==> src/wlc_pkg.sv <==
// Constants, types and the register map of the write leveling controller.
// Assumes an APB slave on pclk at 25 MHz and a DRAM on its own pins.
// Functional notes
// [RQ1] Mode one bit A7 high enters leveling
// [RQ2] Mode one bit A12 set disables outputs
// [RQ3] Termination pin switches only strobe termination
// [RQ4] Only deselect or allowed writes while leveling
// [RQ5] Exit write may update A12-A8, A2-A1
// [RQ6] One rank leveled, others outputs disabled
// [RQ7] Termination pin only after mode update delay
// [RQ8] Strobe driven low after strobe enable delay
// [RQ9] Single strobe edge after low and first-strobe delays
// [RQ10] Device returns sampled clock on data lines
// [RQ11] Data lines undefined on leveling entry
// [RQ12] Sixteen-bit device levels byte lanes separately
// [RQ13] Sweep delay, lock on 0 to 1
// [RQ14] Stop strobes, termination low, then exit write
// [RQ15] Exit waits mode cycle and update delay
// [RQ16] Termination choice depends on output disable
// [RQ17] Latency set by mode four bits A8:A6
// [RQ18] Receivers stay on through consecutive commands
// [RQ19] Normal gear latency 3, 4, 4, 5
// [RQ20] Gear-down latency 4, 4, 4, 6
// [RQ21] Wait update delay plus latency after write
// [RQ22] Space mode writes by delay plus latency
// [RQ23] Waits use newly programmed latency
`default_nettype none
package wlc_pkg;
   // APB register byte offsets
   localparam logic [7:0] WLC_CTRL_OFS = 8'h00;
   localparam logic [7:0] WLC_CFG_OFS = 8'h04;
   localparam logic [7:0] WLC_STAT_OFS = 8'h08;
   localparam logic [7:0] WLC_DLY_OFS = 8'h0c;
   localparam logic [7:0] WLC_MR1_OFS = 8'h10;
   // Control register bits
   localparam int WLC_CTRL_START = 0;
   localparam int WLC_CTRL_ABORT = 1;
   // Configuration field positions
   localparam int WLC_CFG_RATE_LO = 0; // Speed index, 2 bits
   localparam int WLC_CFG_GEAR = 2;
   localparam int WLC_CFG_CALEN = 3;
   localparam int WLC_CFG_X16 = 4;
   localparam int WLC_CFG_RANK_LO = 8; // Rank under leveling, 2 bits
   localparam int WLC_CFG_QOFF = 12;   // Output disable on leveled rank
   localparam int WLC_CFG_TERM = 13;   // Use nominal (1) or park (0)
   // Mode register bit positions
   localparam int WLC_MR1_WL = 7;
   localparam int WLC_MR1_QOFF = 12;
   localparam int WLC_MR4_CAL_LO = 6;
   // Reset values
   localparam logic [31:0] WLC_CFG_RST = 32'h0000_0000;
   localparam logic [17:0] WLC_MR1_RST = 18'h00001;
   // Times in ns and derived cycle counts at 40 ns
   localparam int WLC_CLK_NS = 40;
   localparam int WLC_MODE_UPDATE_DELAY_NS = 120;
   localparam int WLC_MODE_CMD_CYCLE_NS = 80;
   localparam int WLC_TDQSEN_NS = 200;
   localparam int WLC_STROBE_LOW_TIME_NS = 120;
   localparam int WLC_FIRST_STROBE_DELAY_NS = 400;
   localparam int WLC_FEEDBACK_DELAY_NS = 80;
   localparam int WLC_TODTOFF_NS = 80;
   localparam int WLC_MODE_UPDATE_DELAY_CYC = (WLC_MODE_UPDATE_DELAY_NS + WLC_CLK_NS - 1) / WLC_CLK_NS;
   localparam int WLC_MODE_CMD_CYCLE_CYC = (WLC_MODE_CMD_CYCLE_NS + WLC_CLK_NS - 1) / WLC_CLK_NS;
   localparam int WLC_TDQSEN_CYC =
      (WLC_TDQSEN_NS + WLC_CLK_NS - 1) / WLC_CLK_NS;
   localparam int WLC_STROBE_LOW_TIME_CYC = (WLC_STROBE_LOW_TIME_NS + WLC_CLK_NS - 1) / WLC_CLK_NS;
   localparam int WLC_FIRST_STROBE_DELAY_CYC =
      (WLC_FIRST_STROBE_DELAY_NS + WLC_CLK_NS - 1) / WLC_CLK_NS;
   localparam int WLC_FEEDBACK_DELAY_CYC = (WLC_FEEDBACK_DELAY_NS + WLC_CLK_NS - 1) / WLC_CLK_NS;
   localparam int WLC_TODTOFF_CYC =
      (WLC_TODTOFF_NS + WLC_CLK_NS - 1) / WLC_CLK_NS;
   localparam int WLC_DLY_MAX = 255;
   // Sequencer states
   typedef enum logic [3:0] {
      WLC_IDLE, WLC_MRS_OTH, WLC_MRS_ENT, WLC_ODT_ON, WLC_DQS_LOW,
      WLC_PULSE, WLC_SAMPLE, WLC_STEP, WLC_ODT_OFF, WLC_MRS_EXIT,
      WLC_MRS_REST, WLC_DONE
   } wlc_state_t;
   // Latency in clocks from speed index and gear
   function automatic logic [3:0] wlc_cal_clocks(input logic [1:0] rate,
                                                 input logic gear);
      logic [3:0] v;
      v = 4'h3;
      if (gear) begin
         v = (rate == 2'h3) ? 4'h6 : 4'h4; // RQ20
      end else if (rate == 2'h0) begin
         v = 4'h3; // RQ19
      end else if (rate == 2'h3) begin
         v = 4'h5; // RQ19
      end else begin
         v = 4'h4; // RQ19
      end
      return v;
   endfunction : wlc_cal_clocks
   // Mode four latency field code for a clock count
   function automatic logic [2:0] wlc_cal_code(input logic [3:0] clk);
      logic [2:0] c;
      c = 3'h0;
      if (clk == 4'h3) begin
         c = 3'h1;
      end else if (clk == 4'h4) begin
         c = 3'h2;
      end else if (clk == 4'h5) begin
         c = 3'h3;
      end else if (clk == 4'h6) begin
         c = 3'h4;
      end
      return c;
   endfunction : wlc_cal_code
endpackage : wlc_pkg
`default_nettype wire

==> src/wlc_sync.sv <==
// Two-stage synchroniser for a group of pins.
// Assumes inputs arrive asynchronously to pclk.
`default_nettype none
module wlc_sync #(
   parameter int W = 1
) (
   // Clock and reset
   input wire logic pclk,
   input wire logic presetn,
   // Data
   input wire logic [W-1:0] d,
   output logic [W-1:0] q
);
   logic [W-1:0] meta_r; // First stage, read only by q
   // Two flops in series
   always_ff @(posedge pclk or negedge presetn) begin
      if (!presetn) begin
         meta_r <= '0;
         q <= '0;
      end else begin
         meta_r <= d;
         q <= meta_r;
      end
   end
endmodule : wlc_sync
`default_nettype wire

==> src/wlc_timer.sv <==
// Loadable down counter giving a done flag after a wait.
// Assumes loads come from the sequencer on pclk.
`default_nettype none
module wlc_timer (
   // Clock and reset
   input wire logic pclk,
   input wire logic presetn,
   // Control
   input wire logic load,
   input wire logic [7:0] count,
   // Status
   output logic done
);
   logic [7:0] cnt_r; // Cycles left
   // Count down to zero after each load
   always_ff @(posedge pclk or negedge presetn) begin
      if (!presetn) begin
         cnt_r <= 8'h00;
      end else if (load) begin
         cnt_r <= count;
      end else if (cnt_r != 8'h00) begin
         cnt_r <= cnt_r - 8'h01;
      end
   end
   // Free of load, so a load decided from done cannot feed back into it
   assign done = (cnt_r == 8'h00);
endmodule : wlc_timer
`default_nettype wire

==> src/wlc_ctrl.sv <==
// Write leveling host sequencer with APB registers.
// Assumes the DRAM command clock is an input sampled on pclk and the
// strobe delay line lives outside; the delay setting is driven out.
`default_nettype none
module wlc_ctrl (
   // APB slave
   input wire logic pclk,
   input wire logic presetn,
   input wire logic psel,
   input wire logic penable,
   input wire logic pwrite,
   input wire logic [7:0] paddr,
   input wire logic [31:0] pwdata,
   output logic [31:0] prdata,
   output logic pready,
   output logic pslverr,
   // DRAM command side
   output logic mrs_valid,       // One-cycle mode register write
   output logic [1:0] mrs_sel,   // 1 = mode one, 0 = mode four
   output logic [3:0] mrs_rank,  // Ranks addressed by the write
   output logic [17:0] mrs_data,
   output logic [3:0] termination_control_pin,
   // Strobe pins, split into value and enable
   output logic dqs_t_o,
   output logic dqs_c_o,
   output logic dqs_oe,
   output logic [7:0] dqs_delay, // Strobe delay setting
   // Feedback
   input wire logic [15:0] dq_i,
   input wire logic ck_i
);
   // Registers
   logic [31:0] cfg_r;
   logic [17:0] mr1_r;
   logic [7:0] dly_r, dly_nxt;
   logic [7:0] lock_lo_r, lock_hi_r;
   logic lo_done_r, hi_done_r;
   logic prev_lo_r, prev_hi_r, first_r;
   logic err_r, busy_r;
   wlc_pkg::wlc_state_t st_r, st_nxt;
   // Synchronised feedback
   logic [15:0] dq_s;
   logic ck_s;
   wlc_sync #(.W(16)) u_dq (.pclk(pclk), .presetn(presetn), .d(dq_i),
      .q(dq_s));
   wlc_sync #(.W(1)) u_ck (.pclk(pclk), .presetn(presetn), .d(ck_i),
      .q(ck_s));
   // Timer
   logic tload;
   logic [7:0] tcount;
   logic tdone;
   wlc_timer u_tmr (.pclk(pclk), .presetn(presetn), .load(tload),
      .count(tcount), .done(tdone));
   // APB decode
   wire acc = psel && penable;
   wire wr = acc && pwrite;
   wire hit_ctrl = (paddr == wlc_pkg::WLC_CTRL_OFS);
   wire hit_cfg = (paddr == wlc_pkg::WLC_CFG_OFS);
   wire hit_stat = (paddr == wlc_pkg::WLC_STAT_OFS);
   wire hit_dly = (paddr == wlc_pkg::WLC_DLY_OFS);
   wire hit_mr1 = (paddr == wlc_pkg::WLC_MR1_OFS);
   wire mapped = hit_ctrl | hit_cfg | hit_stat | hit_dly | hit_mr1;
   wire start = wr && hit_ctrl && pwdata[wlc_pkg::WLC_CTRL_START] &&
      (st_r == wlc_pkg::WLC_IDLE || st_r == wlc_pkg::WLC_DONE);
   wire abort = wr && hit_ctrl && pwdata[wlc_pkg::WLC_CTRL_ABORT];
   assign pready = 1'b1;
   assign pslverr = acc && !mapped;
   // Config fields
   wire [1:0] rate = cfg_r[wlc_pkg::WLC_CFG_RATE_LO +: 2];
   wire [1:0] rank = cfg_r[wlc_pkg::WLC_CFG_RANK_LO +: 2];
   wire calen = cfg_r[wlc_pkg::WLC_CFG_CALEN];
   wire x16 = cfg_r[wlc_pkg::WLC_CFG_X16];
   wire [3:0] cal = calen ?
      wlc_pkg::wlc_cal_clocks(rate, cfg_r[wlc_pkg::WLC_CFG_GEAR]) : 4'h0;
   // Waits after a mode write, stretched by latency from new value
   wire [7:0] mod_wait = 8'(wlc_pkg::WLC_MODE_UPDATE_DELAY_CYC) + {4'h0, cal}; // RQ21
   wire [7:0] mrd_wait = calen ? mod_wait : // RQ22 RQ23
      8'(wlc_pkg::WLC_MODE_CMD_CYCLE_CYC);
   // Read data mux
   wire [31:0] stat_w = {16'h0, lock_hi_r, 1'b0, st_r, err_r, hi_done_r,
      lo_done_r};
   wire [31:0] rd_w = hit_cfg ? cfg_r :
      hit_stat ? stat_w :
      hit_dly ? {16'h0, lock_hi_r, lock_lo_r} :
      hit_mr1 ? {14'h0, mr1_r} :
      32'h0;
   // Register writes and read data capture
   always_ff @(posedge pclk or negedge presetn) begin
      if (!presetn) begin
         cfg_r <= wlc_pkg::WLC_CFG_RST;
         mr1_r <= wlc_pkg::WLC_MR1_RST;
         prdata <= 32'h0;
      end else begin
         if (wr && hit_cfg && !busy_r) begin
            cfg_r <= pwdata;
         end
         if (wr && hit_mr1 && !busy_r) begin
            mr1_r <= pwdata[17:0];
         end
         // Captured in the setup cycle so it stands through the access
         if (psel && !penable && !pwrite) begin
            prdata <= rd_w;
         end
      end
   end
   // Lane feedback: upper byte follows upper strobe on wide parts
   wire fb_lo = dq_s[0];
   wire fb_hi = x16 ? dq_s[8] : dq_s[0]; // RQ12
   wire all_done = lo_done_r && (hi_done_r || !x16);
   // Sequencer next state
   always_comb begin
      st_nxt = st_r;
      tload = 1'b0;
      tcount = 8'h00;
      case (st_r)
         wlc_pkg::WLC_IDLE: begin
            // Space the next mode write from the latency write
            if (start) begin
               st_nxt = wlc_pkg::WLC_MRS_OTH;
               tload = 1'b1;
               tcount = mrd_wait; // RQ22 RQ23
            end
         end
         wlc_pkg::WLC_MRS_OTH: begin
            // Disable outputs of all other ranks first
            if (tdone) begin
               st_nxt = wlc_pkg::WLC_MRS_ENT;
               tload = 1'b1;
               tcount = mrd_wait;
            end
         end
         wlc_pkg::WLC_MRS_ENT: begin
            if (tdone) begin
               st_nxt = wlc_pkg::WLC_ODT_ON;
               tload = 1'b1;
               tcount = mod_wait; // RQ7
            end
         end
         wlc_pkg::WLC_ODT_ON: begin
            if (tdone) begin
               st_nxt = wlc_pkg::WLC_DQS_LOW;
               tload = 1'b1;
               tcount = 8'(wlc_pkg::WLC_TDQSEN_CYC); // RQ8
            end
         end
         wlc_pkg::WLC_DQS_LOW: begin
            if (tdone) begin
               st_nxt = wlc_pkg::WLC_PULSE;
               tload = 1'b1;
               tcount = 8'(wlc_pkg::WLC_STROBE_LOW_TIME_CYC + wlc_pkg::WLC_FIRST_STROBE_DELAY_CYC);
            end
         end
         wlc_pkg::WLC_PULSE: begin
            // One rising edge, then strobe back low
            if (tdone) begin
               st_nxt = wlc_pkg::WLC_SAMPLE;
               tload = 1'b1;
               tcount = 8'(wlc_pkg::WLC_FEEDBACK_DELAY_CYC + 2);
            end
         end
         wlc_pkg::WLC_SAMPLE: begin
            if (tdone) begin
               st_nxt = wlc_pkg::WLC_STEP;
            end
         end
         wlc_pkg::WLC_STEP: begin
            if (all_done || dly_r == 8'(wlc_pkg::WLC_DLY_MAX)) begin
               st_nxt = wlc_pkg::WLC_ODT_OFF;
               tload = 1'b1;
               tcount = 8'(wlc_pkg::WLC_TODTOFF_CYC);
            end else begin
               st_nxt = wlc_pkg::WLC_PULSE;
               tload = 1'b1;
               tcount = 8'(wlc_pkg::WLC_STROBE_LOW_TIME_CYC);
            end
         end
         wlc_pkg::WLC_ODT_OFF: begin
            if (tdone) begin
               st_nxt = wlc_pkg::WLC_MRS_EXIT;
            end
         end
         wlc_pkg::WLC_MRS_EXIT: begin
            st_nxt = wlc_pkg::WLC_MRS_REST;
            tload = 1'b1;
            tcount = mod_wait; // RQ15
         end
         wlc_pkg::WLC_MRS_REST: begin
            if (tdone) begin
               st_nxt = wlc_pkg::WLC_DONE;
            end
         end
         default: begin
            if (start) begin
               st_nxt = wlc_pkg::WLC_MRS_OTH;
               tload = 1'b1;
               tcount = mrd_wait; // RQ22 RQ23
            end
         end
      endcase
      if (abort && st_r != wlc_pkg::WLC_IDLE && st_r != wlc_pkg::WLC_DONE &&
          st_r != wlc_pkg::WLC_MRS_EXIT && st_r != wlc_pkg::WLC_MRS_REST &&
          st_r != wlc_pkg::WLC_ODT_OFF) begin
         st_nxt = wlc_pkg::WLC_ODT_OFF; // RQ14
         tload = 1'b1;
         // Longer than the termination off time and any pending write gap
         tcount = mod_wait; // RQ22
      end
   end
   // Edge on sampled feedback: lock each lane on 0 to 1
   wire rise_lo = !first_r && !prev_lo_r && fb_lo;
   wire rise_hi = !first_r && !prev_hi_r && fb_hi;
   wire in_sample = (st_r == wlc_pkg::WLC_STEP);
   assign dly_nxt = dly_r + 8'h01; // RQ13
   // Sequencer state and leveling results
   always_ff @(posedge pclk or negedge presetn) begin
      if (!presetn) begin
         st_r <= wlc_pkg::WLC_IDLE;
         dly_r <= 8'h00;
         lock_lo_r <= 8'h00;
         lock_hi_r <= 8'h00;
         lo_done_r <= 1'b0;
         hi_done_r <= 1'b0;
         prev_lo_r <= 1'b0;
         prev_hi_r <= 1'b0;
         first_r <= 1'b1;
         err_r <= 1'b0;
         busy_r <= 1'b0;
      end else begin
         st_r <= st_nxt;
         busy_r <= (st_nxt != wlc_pkg::WLC_IDLE) &&
            (st_nxt != wlc_pkg::WLC_DONE);
         if (start) begin
            dly_r <= 8'h00;
            lo_done_r <= 1'b0;
            hi_done_r <= 1'b0;
            first_r <= 1'b1;
            err_r <= 1'b0;
         end else if (in_sample) begin
            prev_lo_r <= fb_lo;
            prev_hi_r <= fb_hi;
            first_r <= 1'b0;
            if (rise_lo && !lo_done_r) begin
               lo_done_r <= 1'b1; // RQ13
               lock_lo_r <= dly_r;
            end
            if (rise_hi && !hi_done_r && x16) begin
               hi_done_r <= 1'b1; // RQ12
               lock_hi_r <= dly_r;
            end
            if (dly_r == 8'(wlc_pkg::WLC_DLY_MAX)) begin
               err_r <= !all_done;
            end else begin
               dly_r <= dly_nxt;
            end
         end
      end
   end
   // Pin drive: strobe low until pulse, termination per state
   wire odt_on = (st_r == wlc_pkg::WLC_DQS_LOW) ||
      (st_r == wlc_pkg::WLC_PULSE) || (st_r == wlc_pkg::WLC_SAMPLE) ||
      (st_r == wlc_pkg::WLC_STEP);
   wire dqs_en = odt_on && (st_r != wlc_pkg::WLC_DQS_LOW || tdone); // RQ8
   wire dqs_hi = (st_r == wlc_pkg::WLC_PULSE) && tdone; // RQ9
   // Mode register writes; mode one data from software copy with fixed bits forced, mode four from latency
   wire [17:0] mr1_oth = mr1_r | (18'h1 << wlc_pkg::WLC_MR1_QOFF); // RQ6
   wire [17:0] mr1_ent = (mr1_r | (18'h1 << wlc_pkg::WLC_MR1_WL)) &
      ~(18'h1 << wlc_pkg::WLC_MR1_QOFF) |
      ({17'h0, cfg_r[wlc_pkg::WLC_CFG_QOFF]} << wlc_pkg::WLC_MR1_QOFF);
   wire [17:0] mr1_ext = mr1_r & ~(18'h1 << wlc_pkg::WLC_MR1_WL); // RQ5
   wire [17:0] mr4_val = {9'h0, wlc_pkg::wlc_cal_code(cal), 6'h0}; // RQ17
   wire [3:0] rank_oh = 4'h1 << rank;
   // Output registers
   always_ff @(posedge pclk or negedge presetn) begin
      if (!presetn) begin
         mrs_valid <= 1'b0;
         mrs_sel <= 2'h0;
         mrs_rank <= 4'h0;
         mrs_data <= 18'h0;
         termination_control_pin <= 4'h0;
         dqs_t_o <= 1'b0;
         dqs_c_o <= 1'b1;
         dqs_oe <= 1'b0;
         dqs_delay <= 8'h00;
      end else begin
         mrs_valid <= 1'b0;
         if (start) begin
            // Latency field first on every run; waits use the new value
            mrs_valid <= 1'b1;
            mrs_sel <= 2'h0;
            mrs_rank <= 4'hf;
            mrs_data <= mr4_val;
         end else if (st_r == wlc_pkg::WLC_MRS_OTH && tdone) begin
            mrs_valid <= 1'b1; // RQ4 RQ6
            mrs_sel <= 2'h1;
            mrs_rank <= ~rank_oh;
            mrs_data <= mr1_oth;
         end else if (st_r == wlc_pkg::WLC_MRS_ENT && tdone) begin
            mrs_valid <= 1'b1; // RQ1 RQ2
            mrs_sel <= 2'h1;
            mrs_rank <= rank_oh;
            mrs_data <= mr1_ent;
         end else if (st_r == wlc_pkg::WLC_MRS_EXIT) begin
            mrs_valid <= 1'b1; // RQ14 RQ15
            mrs_sel <= 2'h1;
            mrs_rank <= rank_oh;
            mrs_data <= mr1_ext;
         end
         // Nominal asks pin high, park asks it low; both give strobe term
         termination_control_pin <= (odt_on &&
            cfg_r[wlc_pkg::WLC_CFG_TERM]) ? rank_oh : 4'h0; // RQ3 RQ16
         dqs_oe <= dqs_en;
         dqs_t_o <= dqs_hi;
         dqs_c_o <= !dqs_hi;
         dqs_delay <= dly_r;
      end
   end
   // Command clock level is registered but read by nothing, not even status
   logic ck_seen_r;
   always_ff @(posedge pclk or negedge presetn) begin
      if (!presetn) begin
         ck_seen_r <= 1'b0;
      end else begin
         ck_seen_r <= ck_s;
      end
   end
endmodule : wlc_ctrl
`default_nettype wire

==> config.mk <==
export PLATFORM = sky130hd
export DESIGN_NAME = wlc_ctrl
export DESIGN_NICKNAME = d
export VERILOG_FILES = /design/src/wlc_pkg.sv /design/src/wlc_sync.sv /design/src/wlc_timer.sv /design/src/wlc_ctrl.sv
export SDC_FILE = /design/constraint.sdc
export NUM_CORES = 1
export LEC_CHECK = 0
export ABC_AREA = 1
export BUFFER_PORTS_ARGS = -buffer_cell sky130_fd_sc_hd__buf_2
export CORE_UTILIZATION = 57
export CTS_CLUSTER_SIZE = 25
export DETAILED_ROUTE_END_ITERATION = 8
export HOLD_SLACK_MARGIN = 0.12
export PLACE_DENSITY = 0.8
export REMOVE_ABC_BUFFERS = 1
export SLEW_MARGIN = 20
export SYNTH_ARGS = -nofsm -noshare
export SYNTH_HDL_FRONTEND = slang
export SYNTH_HIERARCHICAL = 1
export SYNTH_SLANG_ARGS = --single-unit
==> constraint.sdc <==
create_clock -name pclk -period 3 [get_ports pclk]
set_input_delay 0.3 -clock pclk [delete_from_list [all_inputs] [get_ports pclk]]
set_output_delay 0.3 -clock pclk [all_outputs]
set_load 0.01 [all_outputs]
==> results.py <==
metrics = {
    "critical_path": {
        "r2r_setup_slack_ns": 0.53,
        "path_buf_inv": 5,
        "reg2reg_from": "cfg_r[0]",
        "crit_path_start_kind": "flip-flop",
        "path_cells": "inv_1, ha_1, inv_1, nor2_1, o21ai_0, buf_4, inv_1, ha_1, nor2_1, nor2_1, a211oi_1, nand3_1, o21ai_0, inv_1, nand2_1, o21ai_0, nand2_1, o21ai_2",
        "cp_slowest_cell": "dfrtp_1",
        "r2r_cells": 18,
        "critical_path_required_ns": 3.32,
        "crit_family": "compound AO/OA/AOI/OAI gates",
        "rr_endpoint": "u_tmr/cnt_r[1]",
        "crit_type": "reg -> reg",
        "cp.arrival_ns": 2.79,
        "endpoint_kind": "flip-flop",
        "worst_path_most_repeated_cell": "inv_1",
        "worstSetupStartpoint": "cfg_r[0]",
        "critPathMaxStageDelay_ns": 0.39,
        "crit_path_max_fanout": 6,
    },
    "logic_synthesis": {
        "syn_avg_cell_area_um2": 8.73,
        "syn_area_um2": 7780,
        "yosysWarnings": 6,
        "synthCells": 892,
    },
    "sta": {
        "setup_viol": 0,
        "worst_pin_slew_ns": 0.616,
        "fin_crit_sh": 0.822,
        "hold_viol": 0,
        "rsz0062_at_grt": "no",
        "max_freq_ghz": 0.406,
        "slew_viol_final": 0,
        "period_minus_slack_ns": 2.47,
        "fin_skew_ns": 0.00793,
        "slew_headroom": 0.589,
    },
    "global_route": {
        "grt_max_degree": 70,
        "gr-total-overflow": 0,
        "grt_pass1_vias": 6374,
        "antenna_found_initial": 0,
        "grt.total_usage": 0.285,
        "grt_first_pass_wirelength_mm": 31.0,
    },
    "floorplan": {
        "dieArea_um2": 14100,
        "die_x_um": 119,
        "row_count": 42,
        "floorplan.initialDensity": 0.585,
        "num_io_pins": 136,
        "dieHeight_um": 119,
        "core_um2": 13300,
    },
    "layout": {
        "final_common_cell": "nand2_1",
        "area_growth_pct": 20.3,
        "drive_gt1_frac": 0.219,
        "antenna_cells": 0,
        "fin_nets": 1109,
        "layout_common_cells": "nand2_1, dfrtp_1, buf_2",
        "fin_area_um2": 9370,
        "nFillCells": 1019,
        "fin_util": 0.704,
    },
    "cts": {
        "cts_tree": "done",
        "htree_levels": 4,
        "cts_setup_buffers": 0,
        "root_buffer": "clkbuf_16",
        "clk_latency_ns": 0.43,
        "cts_made_buffers": 17,
        "cts.clk_slew.worst_paths_ns": 0.07,
        "cts.sinks": 168,
        "cts_buffer_depth": 2,
    },
    "detailed_routing": {
        "drt-initial-drc-count": 551,
        "drt_first_pass_iters": 6,
        "routedWlPerCell_um": 14.9,
        "vias_per_cell": 5.34,
        "wirelength_mm": 18.3,
        "route.detailed.drc": 0,
        "ant_nets": 0,
        "vias": 6554,
    },
    "pwr": {
        "p_per_area_nw_per_um2": 687,
        "p_leak_nw": 4.79,
        "ir_worst_vdd_mv": 0.393,
    },
    "hold_path": {
        "worstHoldEndpoint": "mr1_r[15]",
        "hp-class": "in -> reg",
        "min_from": "pwdata[15]",
        "min_path_cells": 3,
    },
    "place": {
        "numPortBuffers": 118,
        "place_congestion": 0.906,
        "dp_hpwl_mm": 12.7,
        "place_area_um2": 8600,
    },
    "run_status": {
        "status": "finished clean",
    },
    "flow_run": {
        "maxCapViolCount": 0,
    },
}
==> per-stage QoR <==
step | total power [mW] | setup TNS [ns] | cells | hold WS, ns | worst slack, ns
final | 6.44 | 0 | 1227 | 0.135 | 0.535
after global routing | 6.81 | 0 | 1227 | 0.142 | 0.244
after CTS | 6.46 | 0 | 1227 | 0.126 | 0.540
after detailed placement | 4.25 | 0 | 1178 | 0.333 | 0.563
after global placement | 4.21 | 0 | 1178 | 0.331 | 0.621
after floorplan | 3.74 | -15.94 | 867 | 0.00441 | -0.692
==> state kept, by name, summed over array words and instances (netlist names), 2 cells and up <==
register	cells
dly_r	8
termination_control_pin	4
u_dq/q	2
prdata	32
mrs_data	18
lock_hi_r	8
cfg_r	32
mr1_r	18
lock_lo_r	8
st_r	4
mrs_rank	4
u_dq/meta_r	2
u_tmr/cnt_r	8
dqs_delay	8
==> routing by layer <==
metal,global-route usage,vias to the layer above,share of wire
li1,-,3155,-
met4,0.134,0,0.032
met3,0.0594,45,0.064
met1,0.373,3086,0.43
met2,0.455,268,0.47
met5,0,-,0
==> tightest hold or removal path, cell delays in order <==
cell and delay (ns):
buf_2 0.09, inv_1 0.05, o21ai_0 0.08
==> power breakdown <==
group	internal [mW]	total [mW]	switching [mW]
Clock	1.28	2.20	0.918
Sequential	2.58	2.81	0.227
Combinational	0.537	1.43	0.889
Total	4.40	6.44	2.03
==> area by class of cell <==
class | count | area (um2) | share of cell area
Inverter | 110 | 419 | 0.0448
Clock inverter | 12 | 140 | 0.0150
Sequential cell | 168 | 4210 | 0.449
Timing Repair Buffer | 152 | 907 | 0.0968
Tap cell | 176 | 220 | 0.0235
Multi-Input combinational cell | 589 | 3020 | 0.322
Clock buffer | 20 | 457 | 0.0488
==> worst max-delay path by stage <==
| stage | depth (start not counted) | slack, ns | end |
|---|---|---|---|
| floorplan | 5 | -0.69 | prdata[12] |
| finish | 18 | 0.53 | u_tmr/cnt_r[1] |
| global placement | 12 | 0.62 | u_tmr/cnt_r[3] |
| CTS | 12 | 0.54 | u_tmr/cnt_r[3] |
| detailed placement | 12 | 0.56 | u_tmr/cnt_r[3] |
| global route | 18 | 0.24 | u_tmr/cnt_r[1] |
==> what timing repair did <==
action,4_1_cts,5_1_grt
hold endpoints to repair,80,0
hold buffers,17,0
resized for setup,0,0
(Power assumes the default switching activity.)
